<file path="src/hdl/quad_cfg_defines.svh">
// quad configuration latch constants: addresses, field positions, resets
// assumes inclusion by bare name from the package and the design module
`ifndef QUAD_CFG_DEFINES_SVH
`define QUAD_CFG_DEFINES_SVH

`define NUM_QUADS 10
`define ADDR_W 8
`define DATA_W 8
`define QUAD_ADDR_FIRST 8'h01
`define QUAD_ADDR_LAST 8'h28
`define BYTE_VOLTAGE 2'h0
`define BYTE_CURRENT 2'h1
`define BYTE_GATE 2'h2
`define BYTE_TEMPERATURE 2'h3

// channel byte fields
`define CH_SCALE_LSB 0
`define CH_SCALE_MSB 2
`define CH_MUX_LSB 3
`define CH_MUX_MSB 4
`define CH_DIRECT_BIT 5
`define CH_POLARITY_BIT 6
`define CH_OPAMP_BIT 7
`define VOLT_CURMON_BIT 4

// gate driver byte fields
`define GATE_TMON_BIT 0
`define GATE_CUR_LSB 2
`define GATE_CUR_MSB 3
`define GATE_POLARITY_BIT 6
`define GATE_HIGH_BIT 7

// defaults: scale 000 (16 V), mux prescaler, all off, positive, op amp down
`define CH_RESET 8'h00
`define GATE_RESET 8'h00

`endif

</file>
<file path="src/hdl/quad_cfg_pkg.sv">
// types for the analog quad configuration latches
// assumes quad_cfg_defines.svh is on the include path
`include "quad_cfg_defines.svh"

package quad_cfg_pkg;

  typedef enum logic [1:0] {
    mux_prescaler,
    mux_direct,
    mux_monitor,
    mux_invalid
  } adc_mux_t;

  typedef enum logic [1:0] {
    drive_off,
    drive_low,
    drive_high
  } gate_mode_t;

  typedef struct packed {
    logic [1:0] rst_sync;
    logic [`NUM_QUADS-1:0][3:0][`DATA_W-1:0] cfg;
    logic [`DATA_W-1:0] rd_data;
    logic [`NUM_QUADS-1:0] gate_on_meta;
    logic [`NUM_QUADS-1:0] gate_on_sync;
    logic tmon_meta;
    logic tmon_sync;
    logic [`NUM_QUADS-1:0][2:0] v_scale;
    logic [`NUM_QUADS-1:0][2:0] c_scale;
    logic [`NUM_QUADS-1:0][2:0] t_scale;
    logic [`NUM_QUADS-1:0][1:0] v_mux;
    logic [`NUM_QUADS-1:0][1:0] c_mux;
    logic [`NUM_QUADS-1:0][1:0] t_mux;
    logic [`NUM_QUADS-1:0][2:0] direct_sw;
    logic [`NUM_QUADS-1:0][1:0] neg_pol;
    logic [`NUM_QUADS-1:0][2:0] opamp_on;
    logic [`NUM_QUADS-1:0] curmon_sw;
    logic [`NUM_QUADS-1:0][1:0] gate_cur;
    logic [`NUM_QUADS-1:0] gate_neg;
    logic [`NUM_QUADS-1:0][1:0] gate_mode;
    logic [`NUM_QUADS-1:0] tmon_on;
  } quad_state_t;

endpackage : quad_cfg_pkg

</file>
<file path="src/hdl/analog_quad_config_latches.sv">
// analog quad configuration latches behind the configuration mux port
// assumes fabric logic drives the port synchronously to core_clk (10 MHz);
// gate-on and monitor power inputs come from analog pins and are synchronised
`timescale 1ns/1ps
`default_nettype none
`include "quad_cfg_defines.svh"

// Summary of operation
// - four 8-bit latches per quad, port written
// - addresses 1..40 map quad bytes in order
// - latches hold safe defaults after reset
// - bits 2..0 give prescaler scale code
// - bits 4..3 select converter source, 11 invalid
// - bit 5 drives direct input switch
// - bit 6 selects voltage/current pad polarity
// - bit 7 powers prescaler op amp
// - voltage byte bit 4 drives current monitor
// - gate byte bits 3..2 set low current
// - gate byte bit 6 selects gate polarity
// - gate off unless gate-on input high
// - temperature monitor needs bit 0 and control
module analog_quad_config_latches
  import quad_cfg_pkg::*;
(
  input wire logic core_clk,
  input wire logic reset_n,
  input wire logic [`ADDR_W-1:0] config_port_address,
  input wire logic [`DATA_W-1:0] config_port_wdata,
  input wire logic config_port_wen,
  input wire logic [`NUM_QUADS-1:0] gate_drive_on_input,
  input wire logic temp_monitor_power_ctl,
  output logic [`DATA_W-1:0] config_port_rdata,
  output logic [`NUM_QUADS-1:0][2:0] voltage_scale,
  output logic [`NUM_QUADS-1:0][2:0] current_scale,
  output logic [`NUM_QUADS-1:0][2:0] temperature_scale,
  output logic [`NUM_QUADS-1:0][1:0] voltage_mux,
  output logic [`NUM_QUADS-1:0][1:0] current_mux,
  output logic [`NUM_QUADS-1:0][1:0] temperature_mux,
  output logic [`NUM_QUADS-1:0][2:0] direct_switch_on,
  output logic [`NUM_QUADS-1:0][1:0] negative_polarity,
  output logic [`NUM_QUADS-1:0][2:0] opamp_operational,
  output logic [`NUM_QUADS-1:0] current_monitor_switch_on,
  output logic [`NUM_QUADS-1:0][1:0] gate_low_current,
  output logic [`NUM_QUADS-1:0] gate_negative_polarity,
  output logic [`NUM_QUADS-1:0][1:0] gate_drive_mode,
  output logic [`NUM_QUADS-1:0] temp_monitor_on
);

  quad_state_t state_ff;
  quad_state_t nxt_state;
  logic rst_n_int;

  assign rst_n_int = state_ff.rst_sync[1];

  // maps a port address onto quad index and byte; only valid with addr_hit
  function automatic logic [5:0] decode_addr(input logic [`ADDR_W-1:0] a);
    logic [`ADDR_W-1:0] off;
    off = a - `QUAD_ADDR_FIRST;
    decode_addr = off[5:0];
  endfunction

  // power-up contents: every latch at its default, every output off
  function automatic quad_state_t default_state();
    quad_state_t s;
    s = '0;
    for (int q = 0; q < `NUM_QUADS; q++) begin
      s.cfg[q][`BYTE_VOLTAGE] = `CH_RESET;
      s.cfg[q][`BYTE_CURRENT] = `CH_RESET;
      s.cfg[q][`BYTE_GATE] = `GATE_RESET;
      s.cfg[q][`BYTE_TEMPERATURE] = `CH_RESET;
    end
    default_state = s;
  endfunction

  function automatic logic addr_hit(input logic [`ADDR_W-1:0] a);
    addr_hit = (a >= `QUAD_ADDR_FIRST) && (a <= `QUAD_ADDR_LAST);
  endfunction

  // channel source decode; the invalid code parks on the prescaler
  function automatic logic [1:0] mux_sel(input logic [`DATA_W-1:0] b);
    logic [1:0] code;
    code = b[`CH_MUX_MSB:`CH_MUX_LSB];
    if (code == 2'h3) begin
      mux_sel = mux_prescaler;
    end else begin
      mux_sel = code;
    end
  endfunction

  always_comb begin
    logic [5:0] idx;
    logic [`DATA_W-1:0] v;
    logic [`DATA_W-1:0] c;
    logic [`DATA_W-1:0] g;
    logic [`DATA_W-1:0] t;
    idx = 6'h00;
    v = '0;
    c = '0;
    g = '0;
    t = '0;
    nxt_state = state_ff;
    nxt_state.rst_sync = {state_ff.rst_sync[0], 1'b1};
    nxt_state.gate_on_meta = gate_drive_on_input;
    nxt_state.gate_on_sync = state_ff.gate_on_meta;
    nxt_state.tmon_meta = temp_monitor_power_ctl;
    nxt_state.tmon_sync = state_ff.tmon_meta;

    idx = decode_addr(config_port_address);
    // write only inside the quad window; other addresses are ignored
    if (config_port_wen && addr_hit(config_port_address)) begin
      nxt_state.cfg[idx[5:2]][idx[1:0]] = config_port_wdata;
    end
    if (addr_hit(config_port_address)) begin
      nxt_state.rd_data = state_ff.cfg[idx[5:2]][idx[1:0]];
    end else begin
      nxt_state.rd_data = 8'h00;
    end

    for (int q = 0; q < `NUM_QUADS; q++) begin
      v = state_ff.cfg[q][`BYTE_VOLTAGE];
      c = state_ff.cfg[q][`BYTE_CURRENT];
      g = state_ff.cfg[q][`BYTE_GATE];
      t = state_ff.cfg[q][`BYTE_TEMPERATURE];
      nxt_state.v_scale[q] = v[`CH_SCALE_MSB:`CH_SCALE_LSB];
      nxt_state.c_scale[q] = c[`CH_SCALE_MSB:`CH_SCALE_LSB];
      // only 000/010 are meaningful here; kept as written
      nxt_state.t_scale[q] = t[`CH_SCALE_MSB:`CH_SCALE_LSB];
      nxt_state.v_mux[q] = mux_sel(v);
      nxt_state.c_mux[q] = mux_sel(c);
      nxt_state.t_mux[q] = mux_sel(t);
      nxt_state.direct_sw[q] = {t[`CH_DIRECT_BIT], c[`CH_DIRECT_BIT],
                                v[`CH_DIRECT_BIT]};
      nxt_state.neg_pol[q] = {c[`CH_POLARITY_BIT],
                              v[`CH_POLARITY_BIT]};
      nxt_state.opamp_on[q] = {t[`CH_OPAMP_BIT], c[`CH_OPAMP_BIT],
                               v[`CH_OPAMP_BIT]};
      nxt_state.curmon_sw[q] = v[`VOLT_CURMON_BIT];
      nxt_state.gate_cur[q] = g[`GATE_CUR_MSB:`GATE_CUR_LSB];
      nxt_state.gate_neg[q] = g[`GATE_POLARITY_BIT];
      // spare gate bits 1,4,5 and temperature bit 6 drive nothing
      if (!state_ff.gate_on_sync[q]) begin
        nxt_state.gate_mode[q] = drive_off;
      end else if (g[`GATE_HIGH_BIT]) begin
        nxt_state.gate_mode[q] = drive_high;
      end else begin
        nxt_state.gate_mode[q] = drive_low;
      end
      // mixed settings are undefined; treated as off to stay safe
      nxt_state.tmon_on[q] = g[`GATE_TMON_BIT] &
                             state_ff.tmon_sync;
    end
    // defaults held until the synchronised reset lets go
    if (!rst_n_int) begin
      nxt_state = default_state();
      nxt_state.rst_sync = {state_ff.rst_sync[0], 1'b1};
    end
  end

  // every latch returns to its default under reset
  always_ff @(posedge core_clk or negedge reset_n) begin
    if (!reset_n) begin
      state_ff.rst_sync <= 2'h0;
      for (int q = 0; q < `NUM_QUADS; q++) begin
        state_ff.cfg[q][`BYTE_VOLTAGE] <= `CH_RESET;
        state_ff.cfg[q][`BYTE_CURRENT] <= `CH_RESET;
        state_ff.cfg[q][`BYTE_GATE] <= `GATE_RESET;
        state_ff.cfg[q][`BYTE_TEMPERATURE] <= `CH_RESET;
      end
      state_ff.rd_data <= '0;
      state_ff.gate_on_meta <= '0;
      state_ff.gate_on_sync <= '0;
      state_ff.tmon_meta <= 1'b0;
      state_ff.tmon_sync <= 1'b0;
      state_ff.v_scale <= '0;
      state_ff.c_scale <= '0;
      state_ff.t_scale <= '0;
      state_ff.v_mux <= '0;
      state_ff.c_mux <= '0;
      state_ff.t_mux <= '0;
      state_ff.direct_sw <= '0;
      state_ff.neg_pol <= '0;
      state_ff.opamp_on <= '0;
      state_ff.curmon_sw <= '0;
      state_ff.gate_cur <= '0;
      state_ff.gate_neg <= '0;
      state_ff.gate_mode <= '0;
      state_ff.tmon_on <= '0;
    end else begin
      state_ff <= nxt_state;
    end
  end

  assign config_port_rdata = state_ff.rd_data;
  assign voltage_scale = state_ff.v_scale;
  assign current_scale = state_ff.c_scale;
  assign temperature_scale = state_ff.t_scale;
  assign voltage_mux = state_ff.v_mux;
  assign current_mux = state_ff.c_mux;
  assign temperature_mux = state_ff.t_mux;
  assign direct_switch_on = state_ff.direct_sw;
  assign negative_polarity = state_ff.neg_pol;
  assign opamp_operational = state_ff.opamp_on;
  assign current_monitor_switch_on = state_ff.curmon_sw;
  assign gate_low_current = state_ff.gate_cur;
  assign gate_negative_polarity = state_ff.gate_neg;
  assign gate_drive_mode = state_ff.gate_mode;
  assign temp_monitor_on = state_ff.tmon_on;

endmodule // analog_quad_config_latches

`default_nettype wire

</file>
<file path="config.mk">
export PLATFORM = sky130hd
export DESIGN_NAME = analog_quad_config_latches
export DESIGN_NICKNAME = d
export VERILOG_FILES = /design/src/hdl/quad_cfg_pkg.sv /design/src/hdl/analog_quad_config_latches.sv
export VERILOG_INCLUDE_DIRS = /design/src /design/src/hdl
export SDC_FILE = /design/constraint.sdc
export NUM_CORES = 1
export LEC_CHECK = 0
export BUFFER_PORTS_ARGS = -buffer_cell sky130_fd_sc_hd__buf_2
export CORE_MARGIN = 5
export CORE_UTILIZATION = 63
export CTS_CLUSTER_DIAMETER = 50
export DETAILED_ROUTE_END_ITERATION = 12
export GPL_TIMING_DRIVEN = 0
export PLACE_DENSITY = 0.91
export SLEW_MARGIN = 20
export SYNTH_ARGS = -nofsm -noshare
export SYNTH_HDL_FRONTEND = slang
export SYNTH_SLANG_ARGS = --single-unit
</file>
<file path="constraint.sdc">
create_clock -name core_clk -period 3.1 [get_ports core_clk]
set_clock_uncertainty 0.1 [all_clocks]
set_input_delay 0.62 -clock core_clk [delete_from_list [all_inputs] [get_ports core_clk]]
set_output_delay 0.62 -clock core_clk [all_outputs]
set_load 0.03 [all_outputs]
</file>
## Word level (Yosys, flattened, before mapping)

Index checks and enable logic that the tools add are counted.
Widths: inputs -> output; s select.

- Bits in registers: 652
- Output and inout bits: 308
- Word-level logic and storage cells: 273

- Add/sub/neg operators: 1
- Order comparisons: 6
- Eq/ne operators: 31
- Muxes and demuxes: 62
- Bitwise gates (word level): 10
- Reductions and logical operators: 4

Operator list:

| cell | count |
|---|---|
| $mux 650 | 1 |
| $bwmux 320 | 1 |
| $mux 320 | 1 |
| $bmux 32 s4 | 1 |
| $demux 32 s4 | 1 |
| $mux 2 | 50 |
| $mux 32 | 2 |
| $eq 2x2->1 const B | 30 |
| $mux 8 | 3 |
| $bmux 8 s2 | 1 |
| $demux 8 s2 | 1 |
| $and 1x1->1 | 10 |
| $ge 8x1->1 const B | 1 |
| $le 8x6->1 const B | 1 |
| $sub 6x1->6 const B | 1 |
| $lt 4x5->1 const B | 1 |
| $ge 4x1->1 const B | 1 |
| $logic_and 1x1->1 | 4 |
| $lt 2x3->1 const B | 1 |
| $ge 2x1->1 const B | 1 |
| $ne 2x1->1 const B | 1 |

## Longest topological paths before layout

- Depth in word-level cells: 10
- Mapped depth: 15
- Gate-level depth less buffers: 9

## Least setup slack after synthesis

No wires, ideal clock.

- Path kind: input to register
- From: input config_port_address[0]
- To: register state_ff[610] (netlist name)
- Arrival time: 2.879 ns
- Slack: -0.004 ns
- Stages on the path: 11
- Path buffers: 4
- Cells stage by stage: buf_2 > inv_1 > ha_1 > buf_6 > or2_1 > o31a_1 > buf_6 > or3_1 > buf_2 > nor2_2 > mux2_2

- Longest elaborated chain between the ends: 10
- Elaborated cells on any way between the ends: 19

RTL lines:

| item | line | RTL |
|---|---|---|
| from (decl) | analog_quad_config_latches.sv:27 | `` input wire logic [`ADDR_W-1:0] config_port_address, `` |
| $sub 6x1->6 (no source line) | -- |  |
| $lt 2x3->1 (not written as such) / $ge 2x1->1 (equally long branches) | analog_quad_config_latches.sv:111 | `nxt_state.cfg[idx[5:2]][idx[1:0]] = config_port_wdata;` |
| $logic_and 1x1->1 (not written as such) | analog_quad_config_latches.sv:111 |  |
| $mux 8 (not written as such) | analog_quad_config_latches.sv:111 |  |
| $demux 8 s2 | analog_quad_config_latches.sv:111 |  |
| $mux 32 (not written as such) | analog_quad_config_latches.sv:111 |  |
| $demux 32 s4 | analog_quad_config_latches.sv:111 |  |
| $bwmux 320 | analog_quad_config_latches.sv:111 |  |
| $mux 320 | analog_quad_config_latches.sv:110 | `if (config_port_wen && addr_hit(config_port_address)) begin` |
| $mux 650 | analog_quad_config_latches.sv:153 | `if (!rst_n_int) begin` |
| to (decl) | analog_quad_config_latches.sv:49 | `quad_state_t state_ff;` |

Parallel ways exist; a longest one is shown, timed or not. The select of a mux whose other input is x is not followed.
A chain may end at the register's enable or synchronous reset.

==> flow_metrics.tcl <==
set metrics [dict create \
    tritoncts "yes" \
    tightest_slew_ns 1.17 \
    ys_seq_elements 652 \
    fin_crit_sh_pct 104 \
    p_sw_share_pct 24.7 \
    grt_max_degree 105 \
    rows 78 \
    synth_top_area_share_pct 55.9 \
    crit_arrival_ns 3.57 \
    yosysMostFrequentCell "dfrtp_1" \
    syn_nets 2447 \
    ys_warn_count 0 \
    vias_per_cell 6.14 \
    clock_power_share_pct 45.7 \
    ys.flop_type "dfrtp_1" \
    cap_violations 0 \
    clk_pin_slew_ns 0.07 \
    rrSetupSlack_ns 0.19 \
    critPathCaptureType "flip-flop" \
    nets 2904 \
    synth_area_leader_cell "dfrtp_1" \
    cts_sinks 652 \
    insertion_delay_ns 0.63 \
    grt.overflow.total 0 \
    drive_gt1_share_pct 39.2 \
    critPathMaxStageDelay_ns 0.91 \
    dp_hpwl_um 66700 \
    power.switching_uw 4460 \
    hold_path.class "in -> reg" \
    tns_ns -0.113 \
    grt_pass1_vias 22400 \
    start_util_pct 64.1 \
    worst_slack_ns -0.112 \
    failed_checks "setup timing" \
    synth_edf_count 0 \
    vdd_drop_max_mv 0.403 \
    worst-endpoint-required_ns 3.46 \
    ff2ff_path_depth 6 \
    path_class "in -> reg" \
    synth_top_family_by_area "multiplexers" \
    route.detailed.drc 0 \
    hold_depth 2 \
    syn_area_um2 29200 \
    cp_max_fo 10 \
    start_kind "primary input" \
    io_pins 338 \
    die_area_um2 50800 \
    die_h_um 225 \
    period_needed_ns 3.21 \
    die_w_um 225 \
    coreArea_um2 45600 \
    p_leak_uw 0.0183 \
    max_freq_mhz 311 \
    synth_cells 2413 \
    drt-total-wl_um 96900 \
    synth_area_leaders "dfrtp_1 (56%), buf_4 (8.2%), mux2_2 (6.1%)" \
    status "finished, violations left" \
    reg2reg_from "rst_n_int" \
    power_frac_comb_pct 6.9 \
    drt-pass1-iter-count 7 \
    cts_max_path_buffers 3 \
    synth-seq-area-share_pct 55.9 \
    synthXorXnorAreaFrac_pct 0.150 \
    synth.distinct_cells 72 \
    yosys.area_share.simple_pct 13.5 \
    setup_viol 2 \
    cpMaxStageDelayCell "clkbuf_1" \
    slew_violations 0 \
    synthMuxAreaShare_pct 14.1 \
    grt_pass1_wl_um 142000 \
    fill_cells 2596 \
    clockRootBuffer "clkbuf_16" \
    htreeDepth 3 \
    crit_chain "buf_2 -> buf_2 -> buf_2 -> xnor2_2 -> clkbuf_1 -> o211ai_1 -> nand4_1 -> o31a_1 -> o211ai_1" \
    slew_headroom_pct 21.8 \
    port_buffers 333 \
    synth_compound_area_share_pct 5.83 \
    synthAdderAreaFrac_pct 0.171 \
    final_area_um2 35200 \
    drt_iter0_drc 2938 \
    globalplace.congestion 1.04 \
    vias 21700 \
    syn_area_per_cell_um2 12.1 \
    ant_nets 0 \
    grt_setup_unrepaired "true" \
    hold_path_startpoint "gate_drive_on_input[0]" \
    place_area_um2 31800 \
    wl_per_cell_um 27.5 \
    track_usage_pct 37.8 \
    antenna_found_initial 4 \
    ys_async_sr_fraction_pct 100 \
    numCtsBuffers 68 \
    p_int_uw 13600 \
    worstHoldEndpoint "state_ff[312]" \
    finalHoldViolations 0 \
    yosys-top-cells-count "dfrtp_1 (652), buf_4 (319), and2_1 (228)" \
    powerDensity_nw_per_um2 513 \
    area_growth_syn_to_layout_pct 20.4 \
    reg2reg_to "state_ff[509]" \
    seqPwrFrac_pct 47.3 \
    path_common_cell "buf_2" \
]
repair_timing:
| action | 4_1_cts | 5_1_grt |
|---|---|---|
| hold endpoints to repair | 42 | 0 |
| hold buffers | 1 | 0 |
| endpoints found under the setup margin | 211 | 237 |
| gates resized for setup | 68 | 42 |
| pin swaps | 18 | 17 |
| buffers inserted | 24 | 23 |
power by group through the flow:
stage               registers [uW]  logic, uW  clock network (uW)
floorplan                     8700        532                   0
global placement              8710       1060                   0
CTS                           8540       1190                8280
global route                  8540       1290                8670
detailed placement            8700       1120                   0
finish                        8540       1250                8260
registers in the layout, summed over array words and instances, names as in the netlist, 8 cells and up:
| name | flops |
|---|---|
| temp_monitor_on | 10 |
| temperature_scale | 30 |
| direct_switch_on | 30 |
| temperature_mux | 20 |
| gate_drive_mode | 20 |
| config_port_rdata | 8 |
| current_monitor_switch_on | 10 |
| opamp_operational | 30 |
| state_ff | 343 |
| voltage_scale | 30 |
| voltage_mux | 20 |
| current_mux | 20 |
| gate_negative_polarity | 10 |
| current_scale | 30 |
| negative_polarity | 20 |
| gate_low_current | 20 |
cell usage in the layout, fill, tap and decap left out, drive strengths merged, types with 8 or more instances in the layout:
master and instances:
nand3 19, dfrtp 652, mux2i 128, nand4 14
inv 27, nand2 163, a31oi 13, o22ai 9
clkinv 18, clkbuf 192, a21boi 28, o21ai 135
o22a 9, nor2 77, nor3 17, a21oi 17
and2 228, mux4 47, nor2b 92, buf 738
and3b 30, and3 20, mux2 157, a22oi 8
layer usage:
metal	up-vias	GRT usage (%)	routed length, um
met3	428	11.8	11600
met5	-	0	18
met2	1592	58.6	44300
met1	10900	48.4	34600
met4	2	19.6	6430
li1	8783	-	-
logic make-up (layout without fill, tap and decap cells):
| kind of cell | count (synthesis) | after routing |
|---|---|---|
| buffers and inverters | 471 | 983 |
| AND/OR/NAND/NOR | 681 | 681 |
| AO/OA/AOI/OAI | 267 | 267 |
| XOR/XNOR | 5 | 5 |
| adder cells (fa/ha/maj) | 4 | 4 |
| multiplexers | 332 | 332 |
| flip-flops | 652 | 652 |
| other | 1 | 6 |
how the worst max path moves through the flow:
stage | slack (ns) | end | from
after CTS | -0.1 | config_port_rdata[5] | config_port_address[0]
final | -0.11 | config_port_rdata[0] | config_port_address[3]
after detailed placement | -1.52 | config_port_rdata[2] | config_port_address[0]
after global placement | -11.30 | current_scale[25] | reset_n
after floorplan | -0.004 | state_ff[610] | config_port_address[0]
after global routing | -0.05 | config_port_rdata[0] | config_port_address[0]
through the flow:
stage	worst slack [ns]	total power [uW]	util, %	hold WS (ns)	instances
after floorplan	-0.00352	9230	-	0.224	2413
after global placement	-11.30	9770	69.4	0.232	3346
after detailed placement	-1.52	9820	69.9	0.237	3354
after CTS	-0.0974	18000	76.1	0.119	3503
after global routing	-0.0496	18500	77.1	0.124	3526
final	-0.112	18100	77.2	0.122	3530
critical path, delay by kind of cell:
family,cells,cell delay [ns]
AND/OR/NAND/NOR,1,0.28
AO/OA/AOI/OAI,3,0.82
XOR/XNOR,1,0.36
buffers and inverters,4,1.47
layout make-up:
class	instances	area, um2	area share [%]
multi-input combinational	1290	10100	28.7
tap	600	751	2.13
buffer	450	3110	8.84
timing repair buffer	389	2550	7.26
clock inverter	32	307	0.872
sequential	652	16300	46.4
inverter	19	71.3	0.203
clock buffer	93	1950	5.54
antenna	5	12.5	0.0356
No activity file was read; power rests on OpenSTA's default activity.
